### src/rtl/fsel_pkg.sv
// fault response selector: shared constants, register map and types
// assumes one 25 MHz clock and byte-wide register access
package fsel_pkg;

    // register offsets
    localparam logic [7:0] FSEL_GLOBAL_OFS  = 8'hb0;
    localparam logic [7:0] FSEL_FLY_AVG_OFS = 8'hb4;
    localparam logic [7:0] FSEL_OC2_PD_OFS  = 8'hb6;
    localparam logic [7:0] FSEL_PH_DIS_OFS  = 8'hbc;
    localparam logic [7:0] FSEL_CUR_ST_OFS  = 8'hd5;
    localparam logic [7:0] FSEL_SYS_ST_OFS  = 8'hd8;
    localparam logic [7:0] FSEL_CH_ST_OFS   = 8'hda;

    // field positions
    localparam int FSEL_GLOBAL_EN_BIT = 7;
    localparam int FSEL_FLY_SHORT_BIT = 7;
    localparam int FSEL_AVG_RESP_LSB  = 4;
    localparam int FSEL_OC2_RESP_LSB  = 6;
    localparam int FSEL_PD_EN_BIT     = 5;
    localparam int FSEL_ST_AVG_BIT    = 5;
    localparam int FSEL_ST_OC2_BIT    = 1;
    localparam int FSEL_ST_FLY_BIT    = 4;
    localparam int FSEL_PH_DIS_LSB    = 1;
    localparam int FSEL_NCH           = 6;

    // values after reset and write masks
    localparam logic [7:0] FSEL_GLOBAL_RST  = 8'h00;
    localparam logic [7:0] FSEL_FLY_AVG_RST = 8'h00;
    localparam logic [7:0] FSEL_OC2_PD_RST  = 8'h00;
    localparam logic [7:0] FSEL_PH_DIS_RST  = 8'h00;
    localparam logic [7:0] FSEL_OC2_PD_WMSK = 8'he0;
    localparam logic [7:0] FSEL_PH_DIS_WMSK = 8'h7e;

    // hiccup restart delay
    localparam int FSEL_CLK_HZ      = 25_000_000;
    localparam int FSEL_HICCUP_MS   = 500;
    localparam int FSEL_HICCUP_CYC  = FSEL_HICCUP_MS * (FSEL_CLK_HZ / 1000);
    localparam int FSEL_TMR_W       = 24;

    typedef enum logic [1:0]
    {
        FSEL_FLAG   = 2'b00,
        FSEL_HICCUP = 2'b01,
        FSEL_LATCH  = 2'b10,
        FSEL_FLAG2  = 2'b11
    } fsel_resp_t;

    typedef enum logic [1:0]
    {
        FSEL_RUN     = 2'b00,
        FSEL_HALT    = 2'b01,
        FSEL_COUNT   = 2'b10,
        FSEL_LATCHED = 2'b11
    } fsel_fsm_t;

    // pins entering from outside the clock domain
    typedef struct packed
    {
        logic                en;
        logic                pwm_en;
        logic                boost;
        logic                avg_out_oc;
        logic                avg_in_oc;
        logic                fly_short;
        logic [FSEL_NCH-1:0] oc2;
        logic [1:0]          mode;
    } fsel_pins_t;

    typedef struct packed
    {
        fsel_pins_t s1;
        fsel_pins_t s2;
        fsel_pins_t s3;
        fsel_pins_t q;
    } fsel_sync_t;

endpackage

### src/rtl/fsel_sync.sv
// fault response selector: three-stage pin synchroniser
// assumes asynchronous pins; a change counts once stages two and three agree
`timescale 1ns/100ps
module fsel_sync
    import fsel_pkg::*;
(
    input  wire logic       clock,
    input  wire logic       rst,
    input  wire fsel_pins_t pins_raw,
    output fsel_pins_t      pins_q
);

    fsel_sync_t s_r;
    fsel_sync_t s_nxt;

    // shift chain; stage one feeds only stage two
    always_comb
    begin
        s_nxt    = s_r;
        s_nxt.s1 = pins_raw;
        s_nxt.s2 = s_r.s1;
        s_nxt.s3 = s_r.s2;
        s_nxt.q  = (~(s_r.s2 ^ s_r.s3) & s_r.s3) | ((s_r.s2 ^ s_r.s3) & s_r.q);
    end

    always_ff @(posedge clock or posedge rst)
    begin
        if (rst)
            s_r <= '0;
        else
            s_r <= s_nxt;
    end

    assign pins_q = s_r.q;

endmodule

### src/rtl/fsel_top.sv
// fault response selector: picks flag, hiccup or latch-off per fault
// assumes byte register strobes on the same clock; pins are asynchronous
`timescale 1ns/100ps
module fsel_top
    import fsel_pkg::*;
#(
    parameter int HICCUP_CYC = FSEL_HICCUP_CYC
)
(
    input  wire logic       clock,
    input  wire logic       rst,
    input  wire logic       reg_wr,
    input  wire logic [7:0] reg_addr,
    input  wire logic [7:0] reg_wdata,
    output logic      [7:0] reg_rdata,
    input  wire fsel_pins_t pins_raw,
    input  wire logic [2:0] phase_count,
    input  wire logic       alert_out_n_i,
    output logic            alert_out_n_o,
    output logic            alert_out_n_oe_n,
    input  wire logic       system_failure_out_n_i,
    output logic            system_failure_out_n_o,
    output logic            system_failure_out_n_oe_n,
    output logic            pwm_enable,
    output logic            flyback_enable
);

    localparam logic [FSEL_TMR_W-1:0] TMR_LAST = FSEL_TMR_W'(HICCUP_CYC - 1);

    typedef struct packed
    {
        logic                  gl_en;
        logic [7:0]            fly_avg;
        logic [7:0]            oc2_pd;
        logic [7:0]            ph_dis;
        logic                  st_avg;
        logic                  st_oc2;
        logic                  st_fly;
        logic [FSEL_NCH-1:0]   st_ch;
        fsel_fsm_t [1:0]       fsm;
        logic [1:0][FSEL_TMR_W-1:0] tmr;
        logic                  fly_latch;
        logic [7:0]            rdata;
        logic                  alert_oe_n;
        logic                  sysf_oe_n;
        logic                  pwm_ok;
        logic                  fly_ok;
    } fsel_state_t;

    fsel_state_t         s_r;
    fsel_state_t         s_nxt;
    fsel_pins_t          p;
    logic                avg_hit;
    logic                oc2_any;
    logic                pd_fault;
    logic                fly_flag_only;
    logic [1:0]          cond;
    fsel_resp_t          resp_a;
    fsel_resp_t          resp_o;
    fsel_resp_t [1:0]    resp;
    logic [FSEL_NCH-1:0] dis_cfg;
    logic [3:0]          ndis;
    logic [7:0]          clr;

    // pins reach the logic only through the synchroniser
    fsel_sync u_sync
    (
        .clock    (clock),
        .rst      (rst),
        .pins_raw (pins_raw),
        .pins_q   (p)
    );

    assign avg_hit = p.boost ? p.avg_in_oc : p.avg_out_oc;
    assign oc2_any = |p.oc2;

    assign resp_a = s_r.gl_en ? fsel_resp_t'(s_r.fly_avg[FSEL_AVG_RESP_LSB +: 2])
                              : fsel_resp_t'(p.mode);
    assign resp_o = s_r.gl_en ? fsel_resp_t'(s_r.oc2_pd[FSEL_OC2_RESP_LSB +: 2])
                              : fsel_resp_t'(p.mode);
    // flyback short source; the pin halts unless it asks for flagging
    assign fly_flag_only = s_r.gl_en ? s_r.fly_avg[FSEL_FLY_SHORT_BIT]
                                     : (p.mode == FSEL_FLAG || p.mode == FSEL_FLAG2);

    // only phases inside the configured count take part in the vote
    for (genvar i = 0; i < FSEL_NCH; i++)
    begin : g_ph
        assign dis_cfg[i] = s_r.ph_dis[FSEL_PH_DIS_LSB + i] && (3'(i) < phase_count);
    end

    always_comb
    begin
        ndis = 4'h0;
        for (int i = 0; i < FSEL_NCH; i++)
            ndis = ndis + {3'h0, dis_cfg[i]};
    end

    assign pd_fault = s_r.oc2_pd[FSEL_PD_EN_BIT] && ({ndis, 1'b0} > {2'h0, phase_count});

    assign cond = {oc2_any | pd_fault, avg_hit};
    assign resp = {resp_o, resp_a};

    // write-one-to-clear strobes for the status registers
    assign clr = reg_wr ? reg_wdata : 8'h00;

    always_comb
    begin
        s_nxt = s_r;

        // host writes to control registers
        if (reg_wr)
        begin
            case (reg_addr)
                FSEL_GLOBAL_OFS:  s_nxt.gl_en   = reg_wdata[FSEL_GLOBAL_EN_BIT];
                FSEL_FLY_AVG_OFS: s_nxt.fly_avg = reg_wdata;
                FSEL_OC2_PD_OFS:  s_nxt.oc2_pd  = reg_wdata & FSEL_OC2_PD_WMSK;
                FSEL_PH_DIS_OFS:  s_nxt.ph_dis  = reg_wdata & FSEL_PH_DIS_WMSK;
                default:          s_nxt.gl_en   = s_r.gl_en;
            endcase
        end

        s_nxt.st_avg = (s_r.st_avg & ~(reg_addr == FSEL_CUR_ST_OFS && clr[FSEL_ST_AVG_BIT])) | avg_hit;
        s_nxt.st_oc2 = (s_r.st_oc2 & ~(reg_addr == FSEL_CUR_ST_OFS && clr[FSEL_ST_OC2_BIT])) | oc2_any;
        s_nxt.st_ch  = (s_r.st_ch & ~((reg_addr == FSEL_CH_ST_OFS) ? clr[FSEL_NCH-1:0] : 6'h00)) | p.oc2;
        s_nxt.st_fly = (s_r.st_fly & ~(reg_addr == FSEL_SYS_ST_OFS && clr[FSEL_ST_FLY_BIT])) | p.fly_short;

        for (int k = 0; k < 2; k++)
        begin
            case (s_r.fsm[k])
                FSEL_RUN:
                begin
                    // flag codes 00 and 11 stay running
                    if (cond[k] && resp[k] == FSEL_HICCUP)
                        s_nxt.fsm[k] = FSEL_HALT;
                    else if (cond[k] && resp[k] == FSEL_LATCH)
                        s_nxt.fsm[k] = FSEL_LATCHED;
                end
                FSEL_HALT:
                begin
                    if (!cond[k])
                    begin
                        s_nxt.fsm[k] = FSEL_COUNT;
                        s_nxt.tmr[k] = '0;
                    end
                end
                FSEL_COUNT:
                begin
                    // restart after full delay
                    // a returning fault restarts the wait from zero
                    if (cond[k])
                        s_nxt.fsm[k] = FSEL_HALT;
                    else if (s_r.tmr[k] == TMR_LAST)
                        s_nxt.fsm[k] = FSEL_RUN;
                    else
                        s_nxt.tmr[k] = s_r.tmr[k] + 1'b1;
                end
                FSEL_LATCHED:
                begin
                    if (!p.pwm_en)
                        s_nxt.fsm[k] = FSEL_RUN;
                end
                default: s_nxt.fsm[k] = FSEL_RUN;
            endcase
        end

        if (p.fly_short && !fly_flag_only)
            s_nxt.fly_latch = 1'b1;

        // chip enable low clears every halt
        if (!p.en)
        begin
            s_nxt.fsm       = {FSEL_RUN, FSEL_RUN};
            s_nxt.fly_latch = 1'b0;
        end

        // registered read data, unmapped offsets read zero
        case (reg_addr)
            FSEL_GLOBAL_OFS:  s_nxt.rdata = {s_r.gl_en, 7'h00};
            FSEL_FLY_AVG_OFS: s_nxt.rdata = s_r.fly_avg;
            FSEL_OC2_PD_OFS:  s_nxt.rdata = s_r.oc2_pd;
            FSEL_PH_DIS_OFS:  s_nxt.rdata = s_r.ph_dis;
            FSEL_CUR_ST_OFS:  s_nxt.rdata = {2'h0, s_r.st_avg, 3'h0, s_r.st_oc2, 1'b0};
            FSEL_SYS_ST_OFS:  s_nxt.rdata = {3'h0, s_r.st_fly, 4'h0};
            FSEL_CH_ST_OFS:   s_nxt.rdata = {2'h0, s_r.st_ch};
            default:          s_nxt.rdata = 8'h00;
        endcase

        s_nxt.alert_oe_n = ~(s_nxt.st_avg | s_nxt.st_oc2 | s_nxt.st_fly);
        s_nxt.sysf_oe_n  = ~s_nxt.fly_latch;
        s_nxt.pwm_ok = p.en && p.pwm_en && !s_r.fly_latch
                       && s_r.fsm[0] == FSEL_RUN && s_r.fsm[1] == FSEL_RUN;
        s_nxt.fly_ok = p.en && !s_r.fly_latch;
    end

    always_ff @(posedge clock or posedge rst)
    begin
        if (rst)
        begin
            s_r            <= '0;
            s_r.gl_en      <= FSEL_GLOBAL_RST[FSEL_GLOBAL_EN_BIT];
            s_r.fly_avg    <= FSEL_FLY_AVG_RST;
            s_r.oc2_pd     <= FSEL_OC2_PD_RST;
            s_r.ph_dis     <= FSEL_PH_DIS_RST;
            s_r.alert_oe_n <= 1'b1;
            s_r.sysf_oe_n  <= 1'b1;
        end
        else
            s_r <= s_nxt;
    end

    // open-drain pins only ever pull low
    assign reg_rdata                 = s_r.rdata;
    assign alert_out_n_o             = 1'b0;
    assign alert_out_n_oe_n          = s_r.alert_oe_n;
    assign system_failure_out_n_o    = 1'b0;
    assign system_failure_out_n_oe_n = s_r.sysf_oe_n;
    assign pwm_enable                = s_r.pwm_ok;
    assign flyback_enable            = s_r.fly_ok;
endmodule

### config.mk
export PLATFORM = sky130hd
export DESIGN_NAME = fsel_top
export DESIGN_NICKNAME = d
export VERILOG_FILES = /design/src/rtl/fsel_pkg.sv /design/src/rtl/fsel_sync.sv /design/src/rtl/fsel_top.sv
export SDC_FILE = /design/constraint.sdc
export NUM_CORES = 1
export LEC_CHECK = 0
export ABC_AREA = 1
export BUFFER_PORTS_ARGS = -buffer_cell sky130_fd_sc_hd__buf_2
export CORE_MARGIN = 2
export CORE_UTILIZATION = 67
export CTS_BUF_LIST = sky130_fd_sc_hd__clkbuf_4
export CTS_CLUSTER_DIAMETER = 100
export DETAILED_ROUTE_END_ITERATION = 10
export PLACE_DENSITY = 0.89
export REMOVE_ABC_BUFFERS = 1
export SLEW_MARGIN = 20
export SYNTH_ARGS = -nofsm -noshare
export SYNTH_HDL_FRONTEND = slang
export SYNTH_SLANG_ARGS = --single-unit
### constraint.sdc
create_clock -name clock -period 14.2 [get_ports clock]
set_input_delay 4.26 -clock clock [delete_from_list [all_inputs] [get_ports clock]]
set_output_delay 4.26 -clock clock [all_outputs]
set_load 0.02 [all_outputs]
==> impl_metrics.tcl <==
set metrics [dict create \
    cts_inserted_buffers 17 \
    cts_setup_buffers 0 \
    yosys_warnings 0 \
    dr.pass1.iters 5 \
    power.switching_mw 0.330 \
    drv_cap 0 \
    pwr-share-seq_pct 52.2 \
    leakagePower_nw 3.63 \
    fp.dieH_um 108 \
    area_growth_pct 7.62 \
    drive_gt1_share_pct 10.0 \
    arrival_ps 8420 \
    routed_wl_um 15000 \
    hold_path.class "register to register" \
    post_drt_wl_per_cell_um 13.5 \
    clkSlewWorstSetupHoldPaths_ps 140 \
    die_w_um 108 \
    clk_path_buf_depth 2 \
    first_iter_violations 516 \
    dieArea_mm2 0.0117 \
    final_cell_mix "nand2_1 (304), dfrtp_1 (146), nor2_1 (120)" \
    timing.final.crit_period_ps 7950 \
    rsz0062_at_grt "no" \
    final_nets 1009 \
    syn_inst 920 \
    crit_fanout 36 \
    postSynthRegisterBits 148 \
    synth_fa_ha_area_share_pct 3.61 \
    async_flop_share_pct 100 \
    grt_overflow_total 0 \
    fin_crit_sh_pct 56.0 \
    tightestPinTransition_ps 933 \
    grt_usage_pct 28.0 \
    ir_worst_vdd_mv 0.105 \
    finalHoldViolCount 0 \
    setup_slack_ps 6250 \
    hpwlAfterDp_um 10800 \
    antenna_left 0 \
    synth_edf_count 0 \
    avgSynthCellArea_um2 7.91 \
    worst_setup_path_start_kind "primary input" \
    maxSlewHeadroom_pct 37.7 \
    synthXorXnorAreaFrac_pct 3.37 \
    diodes 0 \
    p_total_mw 0.892 \
    status "finished, final reports clean" \
    synth_top_family_by_area "simple AND/OR/NAND/NOR gates" \
    ys_seq_area_share_pct 50.9 \
    cp-end-kind "register" \
    drc 0 \
    combPwrFrac_pct 18.3 \
    finClkSkew_ps 23.1 \
    place.gp.congestion 0.940 \
    synth-main-ff-cell "dfrtp_1" \
    synth_cell_types 38 \
    swShare_pct 37.0 \
    cts_resized 0 \
    grt_pass1_vias 5635 \
    setup_violations 0 \
    clock_latency_ps 570 \
    antenna_found_initial 0 \
    start_util_pct 68.0 \
    r2r_setup_slack_ps 9870 \
    cts_sinks 148 \
    fin_setup_tns_ps 0 \
    synth_compound_area_share_pct 5.50 \
    fill_cells 812 \
    p_int_mw 0.562 \
    path_class "primary input to register" \
    synth_area_mm2 0.00728 \
    cts_tree "yes" \
    clkPwrFrac_pct 29.5 \
    numPortBuffers 47 \
    cts_hold_buf 0 \
    timing.fmax_mhz 126 \
    cts.htree.levels 4 \
    grt_max_degree 93 \
    num_vias 5967 \
    layout_commonest_cell "nand2_1" \
    power_density_mw_per_mm2 114 \
    post-place-ws_ps 5680 \
    crit_required_ps 14660 \
    root_buffer "clkbuf_4" \
    synthSimpleGateAreaFrac_pct 29.4 \
    synth_mux_area_share_pct 0 \
    coreArea_mm2 0.0107 \
    std_cell_rows 38 \
    via_per_inst 5.35 \
    ios 52 \
    grt_first_pass_wirelength_um 25400 \
    slew_viol_final 0 \
]
## per-stage QoR
stage / std cells / hold WS, ps / utilization [%] / instance area, um2
3_5_place_dp: 1084 / 335 / 70.5 / 7550
6_report: 1116 / 364 / 73.2 / 7830
4_1_cts: 1116 / 368 / 73.2 / 7830
2_1_floorplan: 896 / 331 / - / 7120
5_1_grt: 1116 / 373 / 73.2 / 7830
3_3_place_gp: 1084 / 332 / 70.5 / 7550
## flip-flops by register name, summed over array words and instances (netlist names), named ones only
register and count:
alert_out_n_oe_n 1, flyback_enable 1, pwm_enable 1, reg_rdata 8, s_r 80, system_failure_out_n_oe_n 1, u_sync.s_nxt 28, u_sync.s_r 14
## power by group through the flow
| stage | logic (mW) | clock network, mW | registers (mW) |
|---|---|---|---|
| after floorplan | 0.114 | 0 | 0.469 |
| after CTS | 0.162 | 0.268 | 0.465 |
| after global placement | 0.157 | 0 | 0.472 |
| after detailed placement | 0.162 | 0 | 0.473 |
| final | 0.164 | 0.263 | 0.466 |
| after global routing | 0.185 | 0.285 | 0.469 |
## synth_stat cells, drive strengths merged (5+ instances only)
master | number | area, um2
nor2 | 124 | 480
nand2 | 307 | 1160
xor2 | 20 | 175
nand4 | 13 | 81.3
ha | 5 | 62.6
buf | 19 | 135
nor3 | 6 | 30.0
inv | 95 | 357
dfrtp | 146 | 3650
a21oi | 9 | 45.0
clkbuf | 6 | 22.5
maj3 | 14 | 140
o21ai | 54 | 270
nand3 | 69 | 345
xnor2 | 8 | 70.1
## metal layers
metal | GRT usage [%] | up-vias | routed length (um)
met5 | 0 | - | 0
met4 | 9.16 | 0 | 280
met3 | 5.73 | 32 | 657
met2 | 45.8 | 160 | 7200
met1 | 37.7 | 2805 | 6920
li1 | - | 2970 | -
## layout make-up
type	count	area, um2	share of cell area, %
Clock buffer	17	128	1.63
Clock inverter	15	158	2.01
Inverter	97	369	4.71
Multi-Input combinational cell	651	3050	39.0
Sequential cell	148	3710	47.3
Tap cell	140	175	2.24
Timing Repair Buffer	48	243	3.10
## path summary, 6_finish.rpt
path,startpoint,to,cells after the start
min reg2reg,u_sync.s_nxt[28],u_sync.s_nxt[14],0
min,u_sync.s_nxt[28],u_sync.s_nxt[14],0
max reg2reg,s_r[75],s_r[41],19
max,phase_count[2],s_r[41],22
max in group asynchronous,rst,reg_rdata[7],3
min in group asynchronous,rst,u_sync.s_nxt[17],2
## cell families after synthesis
group	Yosys count
AO/OA/AOI/OAI	74
XOR/XNOR	28
adder cells (fa/ha/maj)	22
buffers and inverters	122
flip-flops	148
other	1
AND/OR/NAND/NOR	525
## worst max-delay path, stage by stage
cell and delay [ps]:
buf_2 140, nor2_1 110, inv_1 50, o21ai_0 240, fa_1 470, fa_1 540
inv_1 40, ha_1 180, inv_1 60, fa_1 400, inv_1 70, ha_1 230
nand2_1 70, inv_1 40, nand2_1 50, nand3_1 110, nand2_1 200, o21ai_0 160
nand2_2 550, inv_2 240, nand2_1 120, nand2_1 50
Note: power is estimated with default switching activity, not from simulation.
